File: src/hw/parallel_config_params.svh
// Offsets, field positions, reset values and codes of the parallel config loader
`ifndef PARALLEL_CONFIG_PARAMS_SVH
`define PARALLEL_CONFIG_PARAMS_SVH

// ----------------------------------------------------------------
// Register byte offsets
// ----------------------------------------------------------------
`define OFS_CTRL        12'h000
`define OFS_STATUS      12'h004
`define OFS_WORD        12'h008
`define OFS_COUNT       12'h00C

// ----------------------------------------------------------------
// Field positions
// ----------------------------------------------------------------
`define CTRL_ENABLE_BIT  0
`define CTRL_DECOMP_BIT  1
`define CTRL_DECRYPT_BIT 2
`define STAT_WIDTH_LSB   0
`define STAT_BUSY_BIT    2
`define STAT_RATIO_LSB   8
`define STAT_PHASE_LSB   12

// ----------------------------------------------------------------
// Reset values, width codes and ratio codes
// ----------------------------------------------------------------
`define CTRL_RESET      3'h0
`define WIDTH_8         2'h0
`define WIDTH_16        2'h1
`define WIDTH_32        2'h2
`define RATIO_1         4'h1
`define RATIO_2         4'h2
`define RATIO_4         4'h4
`define RATIO_8         4'h8

`endif

File: src/hw/parallel_config_pkg.sv
// Types shared by the parallel config loader
`default_nettype none
package parallel_config_pkg;

  // ----------------------------------------------------------------
  // Latched configuration word as handed to the core
  // ----------------------------------------------------------------
  typedef struct packed {
    logic        valid;
    logic [31:0] data;
  } cfg_word_type;

  // ----------------------------------------------------------------
  // Whole state of the loader
  // ----------------------------------------------------------------
  typedef struct packed {
    logic         clk_s1;
    logic         clk_s2;
    logic         clk_s3;
    logic [31:0]  data_s1;
    logic [31:0]  data_s2;
    logic [1:0]   strap_s1;
    logic [1:0]   strap_s2;
    logic [1:0]   strap_wait;
    logic         strap_done;
    logic [1:0]   width;
    logic [2:0]   ctrl;
    logic [3:0]   phase;
    cfg_word_type word;
    logic [31:0]  count;
    logic [31:0]  prdata;
    logic         pready;
    logic         pslverr;
    logic         busy;
  } state_type;

endpackage : parallel_config_pkg

`default_nettype wire

File: src/hw/parallel_config_clock_ratio.sv
// Passive parallel configuration intake with clock-to-word ratio and APB registers
//
// Function
// - Clock-to-word ratio follows width and features; both features off gives ratio 1.
// - x16: decrypt 2, decompress 4; x32: decrypt 4, decompress 8; x8 decompress 2.
// - One word latched per r clock cycles; the other r-1 cycles process it.
// - x8 uses lanes 7..0, x16 lanes 15..0; unused lanes are dropped.
// - Bus width comes from the mode select straps.
//
// Added by the designer: the placing of the registers and the APB register port.
`timescale 1ns/1ps
`default_nettype none
`include "parallel_config_params.svh"

module parallel_config_clock_ratio
  import parallel_config_pkg::*;
(
  input  wire logic         pclk,
  input  wire logic         presetn,
  input  wire logic         psel,
  input  wire logic         penable,
  input  wire logic         pwrite,
  input  wire logic [11:0]  paddr,
  input  wire logic [31:0]  pwdata,
  output logic      [31:0]  prdata,
  output logic              pready,
  output logic              pslverr,
  input  wire logic         config_clock,
  input  wire logic [31:0]  config_data,
  input  wire logic [1:0]   mode_select_straps,
  output cfg_word_type      cfg_word,
  output logic              busy
);

  // ----------------------------------------------------------------
  // State registers
  // ----------------------------------------------------------------
  state_type st_r;
  state_type st_nxt;
  logic [3:0] ratio;
  logic       rise;
  logic       setup;
  logic       access;
  logic       count_clear;

  // Ratio lookup by width and feature enables
  // x8 with decryption only falls back to 1; strap 11 is taken as x32
  function automatic logic [3:0] ratio_of(input logic [1:0] w,
                                          input logic       decomp,
                                          input logic       decrypt);
    logic [3:0] r;
    r = `RATIO_1;
    if (decomp) begin
      case (w)
        `WIDTH_8:  r = `RATIO_2;
        `WIDTH_16: r = `RATIO_4;
        default:   r = `RATIO_8;
      endcase
    end else if (decrypt) begin
      case (w)
        `WIDTH_8:  r = `RATIO_1;
        `WIDTH_16: r = `RATIO_2;
        default:   r = `RATIO_4;
      endcase
    end
    return r;
  endfunction : ratio_of

  // Lane mask per bus width
  function automatic logic [31:0] lanes_of(input logic [1:0]  w,
                                           input logic [31:0] d);
    logic [31:0] m;
    case (w)
      `WIDTH_8:  m = {24'h00_0000, d[7:0]};
      `WIDTH_16: m = {16'h0000, d[15:0]};
      default:   m = d;
    endcase
    return m;
  endfunction : lanes_of

  assign ratio  = ratio_of(st_r.width, st_r.ctrl[`CTRL_DECOMP_BIT],
                           st_r.ctrl[`CTRL_DECRYPT_BIT]);
  // The config clock pin is foreign to pclk: two flops settle it and a third
  // finds its rising edge, so a word is taken about three pclk after the pin
  // rises. The data bus goes through the same two flops, so the host must
  // keep a word stable for at least three pclk around each rising edge.
  assign rise        = st_r.clk_s2 & ~st_r.clk_s3;
  assign setup       = psel & ~penable;
  assign access      = psel & penable & st_r.pready;
  assign count_clear = access & pwrite & (paddr == `OFS_COUNT) & ~st_r.pslverr;

  // ----------------------------------------------------------------
  // Next state
  // ----------------------------------------------------------------
  always_comb begin
    st_nxt = st_r;
    st_nxt.clk_s1   = config_clock;
    st_nxt.clk_s2   = st_r.clk_s1;
    st_nxt.clk_s3   = st_r.clk_s2;
    st_nxt.data_s1  = config_data;
    st_nxt.data_s2  = st_r.data_s1;
    st_nxt.strap_s1 = mode_select_straps;
    st_nxt.strap_s2 = st_r.strap_s1;
    st_nxt.word.valid = 1'b0;

    // Straps are trusted only once both sync stages hold them: wait two
    // edges after reset release, then capture once
    if (st_r.strap_wait != 2'h2) begin
      st_nxt.strap_wait = st_r.strap_wait + 2'h1;
    end else if (!st_r.strap_done) begin
      st_nxt.strap_done = 1'b1;
      st_nxt.width = (st_r.strap_s2 == `WIDTH_8)  ? `WIDTH_8 :
                     (st_r.strap_s2 == `WIDTH_16) ? `WIDTH_16 : `WIDTH_32;
    end

    // Latch on phase zero, then spend r-1 edges processing
    if (rise && st_r.strap_done && st_r.ctrl[`CTRL_ENABLE_BIT]) begin
      if (st_r.phase == 4'h0) begin
        st_nxt.word.valid = 1'b1;
        st_nxt.word.data  = lanes_of(st_r.width, st_r.data_s2);
        st_nxt.count      = st_r.count + 32'h0000_0001;
      end
      st_nxt.phase = (st_r.phase + 4'h1 >= ratio) ? 4'h0 : st_r.phase + 4'h1;
    end

    // APB answer prepared in the setup cycle
    st_nxt.pready  = setup;
    st_nxt.pslverr = 1'b0;
    if (setup) begin
      st_nxt.prdata = 32'h0000_0000;
      case (paddr)
        `OFS_CTRL:   st_nxt.prdata = {29'h0000_0000, st_r.ctrl};
        `OFS_STATUS: begin
          st_nxt.prdata[`STAT_WIDTH_LSB +: 2] = st_r.width;
          st_nxt.prdata[`STAT_BUSY_BIT]       = (st_r.phase != 4'h0);
          st_nxt.prdata[`STAT_RATIO_LSB +: 4] = ratio;
          st_nxt.prdata[`STAT_PHASE_LSB +: 4] = st_r.phase;
        end
        `OFS_WORD:   st_nxt.prdata = st_r.word.data;
        `OFS_COUNT:  st_nxt.prdata = st_r.count;
        default:     st_nxt.pslverr = 1'b1;
      endcase
    end else begin
      st_nxt.prdata = st_r.prdata;                          // Read data held until next setup
    end

    // Register writes at the access edge
    if (access && pwrite && !st_r.pslverr) begin
      case (paddr)
        `OFS_CTRL: begin
          st_nxt.ctrl  = pwdata[2:0];
          st_nxt.phase = 4'h0;                              // New ratio restarts phase
        end
        `OFS_COUNT: begin
          if (!st_nxt.word.valid) begin
            st_nxt.count = 32'h0000_0000;                   // Latch wins over clear
          end else begin
            st_nxt.count = 32'h0000_0001;
          end
        end
        default: st_nxt.count = st_nxt.count;
      endcase
    end

    // Busy registered from the final phase so the pin is a flop output
    st_nxt.busy = (st_nxt.phase != 4'h0);
  end

  // ----------------------------------------------------------------
  // Registers
  // ----------------------------------------------------------------
  always_ff @(posedge pclk or negedge presetn) begin
    if (!presetn) begin
      st_r <= '0;
      st_r.ctrl <= `CTRL_RESET;
    end else begin
      st_r <= st_nxt;
    end
  end

  // Outputs straight from flip-flops
  assign prdata   = st_r.prdata;
  assign pready   = st_r.pready;
  assign pslverr  = st_r.pslverr;
  assign cfg_word = st_r.word;
  assign busy     = st_r.busy;

  // ----------------------------------------------------------------
  // Assertions
  // ----------------------------------------------------------------
  // Ratio table corners
  a_ratio_plain: assert property (@(posedge pclk) disable iff (!presetn)
    (!st_r.ctrl[`CTRL_DECOMP_BIT] && !st_r.ctrl[`CTRL_DECRYPT_BIT]) |-> ratio == 4'h1)
    else $error("ratio not 1 with both features off");

  a_ratio_wide: assert property (@(posedge pclk) disable iff (!presetn)
    (st_r.ctrl[`CTRL_DECOMP_BIT] && st_r.width == `WIDTH_32) |-> ratio == 4'h8)
    else $error("x32 decompress ratio not 8");

  a_ratio_byte_crypt: assert property (@(posedge pclk) disable iff (!presetn)
    (!st_r.ctrl[`CTRL_DECOMP_BIT] && st_r.ctrl[`CTRL_DECRYPT_BIT]
      && st_r.width == `WIDTH_8) |-> ratio == 4'h1)
    else $error("x8 decrypt ratio not 1");

  a_word_spacing: assert property (@(posedge pclk) disable iff (!presetn)
    (st_r.word.valid && ratio > 4'h1 && $stable(st_r.ctrl)) |-> st_r.phase == 4'h1)
    else $error("phase did not advance after latch");

  a_lane_mask: assert property (@(posedge pclk) disable iff (!presetn)
    (st_r.word.valid && st_r.width == `WIDTH_8) |-> st_r.word.data[31:8] == 24'h00_0000)
    else $error("unused lanes leaked in x8");

  a_width_hold: assert property (@(posedge pclk) disable iff (!presetn)
    st_r.strap_done |=> $stable(st_r.width))
    else $error("width changed after strap capture");

  a_latch_rise: assert property (@(posedge pclk) disable iff (!presetn)
    st_r.word.valid |-> $past(st_r.clk_s2) && !$past(st_r.clk_s3))
    else $error("word latched without rising edge");

  // Every setup cycle earns exactly one ready cycle
  a_apb_answer: assert property (@(posedge pclk) disable iff (!presetn)
    (psel && !penable) |=> pready ##1 !pready)
    else $error("APB answer not one cycle after setup");

  // ----------------------------------------------------------------
  // Further ratio, intake and bus checks
  // ----------------------------------------------------------------
  // Remaining ratio table entries, one per width and feature mix
  a_ratio_byte_dc: assert property (@(posedge pclk) disable iff (!presetn)
    (st_r.ctrl[`CTRL_DECOMP_BIT] && st_r.width == `WIDTH_8) |-> ratio == 4'h2)
    else $error("x8 decompress ratio not 2");

  a_ratio_half_dc: assert property (@(posedge pclk) disable iff (!presetn)
    (st_r.ctrl[`CTRL_DECOMP_BIT] && st_r.width == `WIDTH_16) |-> ratio == 4'h4)
    else $error("x16 decompress ratio not 4");

  a_ratio_half_crypt: assert property (@(posedge pclk) disable iff (!presetn)
    (!st_r.ctrl[`CTRL_DECOMP_BIT] && st_r.ctrl[`CTRL_DECRYPT_BIT]
      && st_r.width == `WIDTH_16) |-> ratio == 4'h2)
    else $error("x16 decrypt ratio not 2");

  a_ratio_wide_crypt: assert property (@(posedge pclk) disable iff (!presetn)
    (!st_r.ctrl[`CTRL_DECOMP_BIT] && st_r.ctrl[`CTRL_DECRYPT_BIT]
      && st_r.width == `WIDTH_32) |-> ratio == 4'h4)
    else $error("x32 decrypt ratio not 4");

  // Phase never reaches the ratio, so every r-th edge latches
  a_phase_limit: assert property (@(posedge pclk) disable iff (!presetn)
    st_r.phase < ratio)
    else $error("phase ran past the ratio");

  // A switched-off loader hands over nothing
  a_idle_quiet: assert property (@(posedge pclk) disable iff (!presetn)
    !st_r.ctrl[`CTRL_ENABLE_BIT] |=> !st_r.word.valid)
    else $error("word latched while disabled");

  // A rising edge on phase zero raises the word strobe one edge later
  a_latch_phase: assert property (@(posedge pclk) disable iff (!presetn)
    (rise && st_r.strap_done && st_r.ctrl[`CTRL_ENABLE_BIT] && st_r.phase == 4'h0)
      |=> st_r.word.valid)
    else $error("phase zero edge did not latch");

  // Upper half lanes stay zero in x16
  a_lane_half: assert property (@(posedge pclk) disable iff (!presetn)
    (st_r.word.valid && st_r.width == `WIDTH_16) |-> st_r.word.data[31:16] == 16'h0000)
    else $error("unused lanes leaked in x16");

  // The error flag only ever stands beside pready
  a_err_pready: assert property (@(posedge pclk) disable iff (!presetn)
    pslverr |-> pready)
    else $error("pslverr without pready");

  // Straps are captured only after both sync stages have filled
  a_strap_wait: assert property (@(posedge pclk) disable iff (!presetn)
    $rose(st_r.strap_done) |-> $past(st_r.strap_wait) == 2'h2)
    else $error("straps captured before sync filled");

  // Each latch adds one to the word count unless a clear met it
  a_count_step: assert property (@(posedge pclk) disable iff (!presetn)
    (st_r.word.valid && !$past(count_clear))
      |-> st_r.count == $past(st_r.count) + 32'h0000_0001)
    else $error("word count did not step by one");

  // A clear meeting a latch leaves the latched word counted
  a_count_race: assert property (@(posedge pclk) disable iff (!presetn)
    ($past(count_clear) && st_r.word.valid) |-> st_r.count == 32'h0000_0001)
    else $error("count clear beat the latch");

  c_byte_word: cover property (@(posedge pclk) disable iff (!presetn)
    st_r.word.valid && st_r.width == `WIDTH_8);
  c_ratio_eight: cover property (@(posedge pclk) disable iff (!presetn)
    st_r.word.valid && ratio == 4'h8);
  c_bad_addr: cover property (@(posedge pclk) disable iff (!presetn)
    pready && pslverr);
  c_tail: cover property (@(posedge pclk) disable iff (!presetn)
    busy && !st_r.word.valid && rise);
  c_half_word: cover property (@(posedge pclk) disable iff (!presetn)
    st_r.word.valid && st_r.width == `WIDTH_16);

endmodule : parallel_config_clock_ratio

`default_nettype wire

File: config.mk
export PLATFORM = sky130hd
export DESIGN_NAME = parallel_config_clock_ratio
export DESIGN_NICKNAME = d
export VERILOG_FILES = /design/src/hw/parallel_config_pkg.sv /design/src/hw/parallel_config_clock_ratio.sv
export VERILOG_INCLUDE_DIRS = /design/src /design/src/hw
export SDC_FILE = /design/constraint.sdc
export NUM_CORES = 1
export LEC_CHECK = 0
export BUFFER_PORTS_ARGS = -buffer_cell sky130_fd_sc_hd__buf_2
export CORE_MARGIN = 10
export CORE_UTILIZATION = 50
export DETAILED_ROUTE_END_ITERATION = 8
export GPL_ROUTABILITY_DRIVEN = 0
export HOLD_SLACK_MARGIN = 0.06
export PLACE_DENSITY = 0.74
export SLEW_MARGIN = 0
export SYNTH_ARGS = -nofsm -noshare
export SYNTH_HDL_FRONTEND = slang
export SYNTH_SLANG_ARGS = --single-unit
File: constraint.sdc
create_clock -name pclk -period 2.5 [get_ports pclk]
set_input_delay 0.125 -clock pclk [delete_from_list [all_inputs] [get_ports pclk]]
set_output_delay 0.125 -clock pclk [all_outputs]
set_load 0.01 [all_outputs]
==> impl_metrics.sql <==
INSERT INTO impl_metrics (metric_group, metric, value, unit) VALUES
('placed_design', 'post-place-cells', '967', ''),
('power_and_ir_drop', 'power', '6.08', 'mW'),
('synth', 'syn-mean-instance-area', '11.0', 'um^2'),
('cts', 'clkSlewWorstSetupHoldPaths', '0.07', 'ns'),
('route', 'remaining_drc_errors', '0', ''),
('floorplan', 'floorplan.initialDensity', '51.4', '%'),
('cts', 'tritoncts_clock_tree', 'built', ''),
('sta', 'holdWs', '0.209', 'ns'),
('floorplan', 'top_level_ports', '152', ''),
('synth', 'syn-num-nets', '810', ''),
('power_and_ir_drop', 'static_leakage', '4.27', 'nW'),
('hold_path', 'holdCritPathClass', 'primary input to register', ''),
('global_route', 'first_global_vias', '5749', ''),
('cts', 'cts_max_level', '4', ''),
('synth', 'yosysWarningCount', '0', ''),
('cells_and_area', 'multiInputGateArea', '2610', 'um^2'),
('synth', 'synth_edf_count', '0', ''),
('synth', 'synth-seq-cells', '183', ''),
('sta', 'setup_tns', '0', 'ns'),
('critical_path', 'path_class', 'register to register', ''),
('placed_design', 'buffer_ports.inserted', '122', ''),
('cells_and_area', 'design.final.nets', '906', ''),
('hold_path', 'worstHoldStart', 'paddr[2]', ''),
('route', 'drt-total-wl', '18900', 'um'),
('placed_design', 'dp_wirelength', '13800', 'um'),
('critical_path', 'regToRegSetupSlack', '0.10', 'ns'),
('floorplan', 'core_area', '15300', 'um^2'),
('cts', 'clkLatencyLatePin', '0.43', 'ns'),
('floorplan', 'die_height', '145', 'um'),
('power_and_ir_drop', 'total_switching_power', '1.41', 'mW'),
('sta', 'max_slew.worst_pin.slew', '0.675', 'ns'),
('sta', 'timing.final.crit_period', '2.40', 'ns'),
('placed_design', 'post-place-ws', '0.170', 'ns'),
('power_and_ir_drop', 'seq_power_share', '50.9', '%'),
('route', 'antenna_left', '0', ''),
('cells_and_area', 'final-instance-count-excl-fill', '1039', ''),
('run', 'max_cap_viol_count', '0', ''),
('critical_path', 'worst-path-max-fanout', '8', ''),
('critical_path', 'crit_path_start_kind', 'register', ''),
('cells_and_area', 'area_delta_synth_final', '17.8', '%'),
('run_status', 'status', 'finished, final reports clean', ''),
('route', 'avgRoutedWirePerCell', '18.2', 'um'),
('route', 'detailedRoute.firstIterationViolations', '542', ''),
('sta', 'worst_slew_margin_rel', '55.0', '%'),
('cts', 'postCtsSetupBuffers', '0', ''),
('floorplan', 'die-area', '21200', 'um^2'),
('cells_and_area', 'area.sequential', '4580', 'um^2'),
('critical_path', 'rr_worst_depth', '8', ''),
('critical_path', 'critical_path.reg2reg.endpoint', 'st_r[101]$_DFF_PN0_', ''),
('cts', 'clk_path_buf_depth', '2', ''),
('synth', 'netlist_area', '7870', 'um^2'),
('power_and_ir_drop', 'netSwitchingFraction', '23.1', '%'),
('critical_path', 'critPathArrivalTime', '2.74', 'ns'),
('global_route', 'largest_net_degree_at_the_start_of_global_routing', '79', ''),
('synth', 'ys_seq_area_share', '58.2', '%'),
('cells_and_area', 'final_design_area_no_fill', '9270', 'um^2'),
('cts', 'cts_sinks', '183', ''),
('global_route', 'grt_first_pass_wirelength', '30600', 'um'),
('power_and_ir_drop', 'power.share.combinational', '5.9', '%'),
('route', 'via_per_inst', '5.52', ''),
('sta', 'max_freq', '0.417', 'GHz'),
('floorplan', 'row_count', '45', ''),
('cts', 'cts_inserted_buffers', '17', ''),
('synth', 'asyncSetResetFlopFracSynth', '100', '%'),
('sta', 'finalSetupViolCount', '0', ''),
('global_route', 'globalRouteTotalUtil', '17.9', '%'),
('critical_path', 'critPathCaptureType', 'register', ''),
('sta', 'setup_slack', '0.101', 'ns'),
('power_and_ir_drop', 'power.share.clock', '43.1', '%'),
('sta', 'rsz0062_at_grt', 'false', ''),
('sta', 'layout_worst_path_cycle_share', '96.0', '%');
power by group through the flow:
stage	Clock (mW)	Combinational, mW	Sequential (mW)
6_report	2.62	0.360	3.10
5_1_grt	2.80	0.405	3.11
4_1_cts	2.66	0.368	3.10
3_5_place_dp	0	0.321	3.16
3_3_place_gp	0	0.311	3.15
2_1_floorplan	0	0.183	3.15
critical path, cell delays in order (launching register included):
cell	delay, ns
dfrtp_1	0.47
nor2b_2	0.20
mux2i_1	0.14
or2_2	0.30
ha_1	0.31
a2111oi_1	0.35
buf_4	0.21
o211ai_1	0.11
a21oi_1	0.21
synthesized netlist by cell type (all sizes together) (2+ instances only):
cell / n / area share, %
a221oi: 21 / 2.3
nor2: 50 / 2.4
nand4: 12 / 0.95
a21oi: 27 / 1.7
ha: 8 / 1.3
mux2i: 8 / 1.0
mux4: 3 / 0.86
o211ai: 4 / 0.38
o31ai: 10 / 0.95
o22ai: 2 / 0.16
a22oi: 6 / 0.57
nor4b: 2 / 0.41
xnor2: 6 / 0.67
o21bai: 6 / 0.57
inv: 9 / 0.43
nor2b: 6 / 0.48
or3: 6 / 0.48
nor3: 8 / 0.65
nand2: 86 / 4.1
nand3: 21 / 1.3
and2: 4 / 0.32
clkbuf: 28 / 1.3
dfrtp: 183 / 58
xor2: 4 / 0.44
and3: 3 / 0.24
o21ai: 51 / 3.2
buf: 78 / 7.1
and4: 6 / 0.67
mux2: 14 / 2.1
o41ai: 3 / 0.33
nor3b: 2 / 0.19
or4: 15 / 1.5
nor4: 4 / 0.32
or2: 6 / 0.48
nand2b: 3 / 0.24
worst max path at each step:
stage	start	depth (start not counted)	end
6_report	st_r[105]$_DFFE_PN0P_	8	st_r[101]$_DFF_PN0_
3_3_place_gp	st_r[105]$_DFFE_PN0P_	8	busy$_DFF_PN0_
3_5_place_dp	st_r[105]$_DFFE_PN0P_	8	st_r[101]$_DFF_PN0_
5_1_grt	st_r[105]$_DFFE_PN0P_	8	st_r[101]$_DFF_PN0_
2_1_floorplan	st_r[108]$_DFFE_PN0P_	8	st_r[101]$_DFF_PN0_
4_1_cts	st_r[105]$_DFFE_PN0P_	8	st_r[101]$_DFF_PN0_
cells by family (layout without fill, tap and decap cells):
group	after synthesis	after routing	synth area share, %
compound gates	137	137	11.1
xor+xnor	10	10	1.11
fa+ha+maj	8	8	1.27
buf+inv	116	225	8.95
flops	183	183	58.2
mux	25	25	4.02
other cells	0	1	0
simple gates	239	239	15.4
state kept, by name, summed over array words and instances, names as in the netlist:
name and cells:
st_nxt 36, busy 1, pready 1, st_r 79, prdata 32, pslverr 1, cfg_word 33
cells in the final DEF, fill, tap and decap left out, types with 11 or more instances in the layout:
cell / count
a21oi_1: 27
a221oi_1: 21
buf_2: 121
buf_4: 20
clkbuf_16: 17
dfrtp_1: 183
dlygate4sd3_1: 39
mux2_2: 11
nand2_1: 85
nand3_1: 21
nand4_1: 12
nor2_1: 49
o21ai_0: 50
or4_1: 13
layer usage:
layer	share of wire, %	track usage (%)
met1	42	23.0
met5	0.064	0
met2	47	27.9
met3	8.1	5.12
met4	2.3	7.33
layout make-up:
class                   count  share of cell area [%]
clock inverters            12                    1.39
repair buffers            183                    12.9
diodes                      1                  0.0270
multi-input cells         419                    28.1
clock buffers              20                    4.92
flip-flops and latches    183                    49.4
inverters                  10                   0.405
well taps                 211                    2.85
repair_timing:
action,CTS,global route
hold endpoints to repair,113,0
endpoints found under the setup margin,0,4
resized for setup,0,1
hold buffers,39,0
No activity file was read; power rests on OpenSTA's default activity.
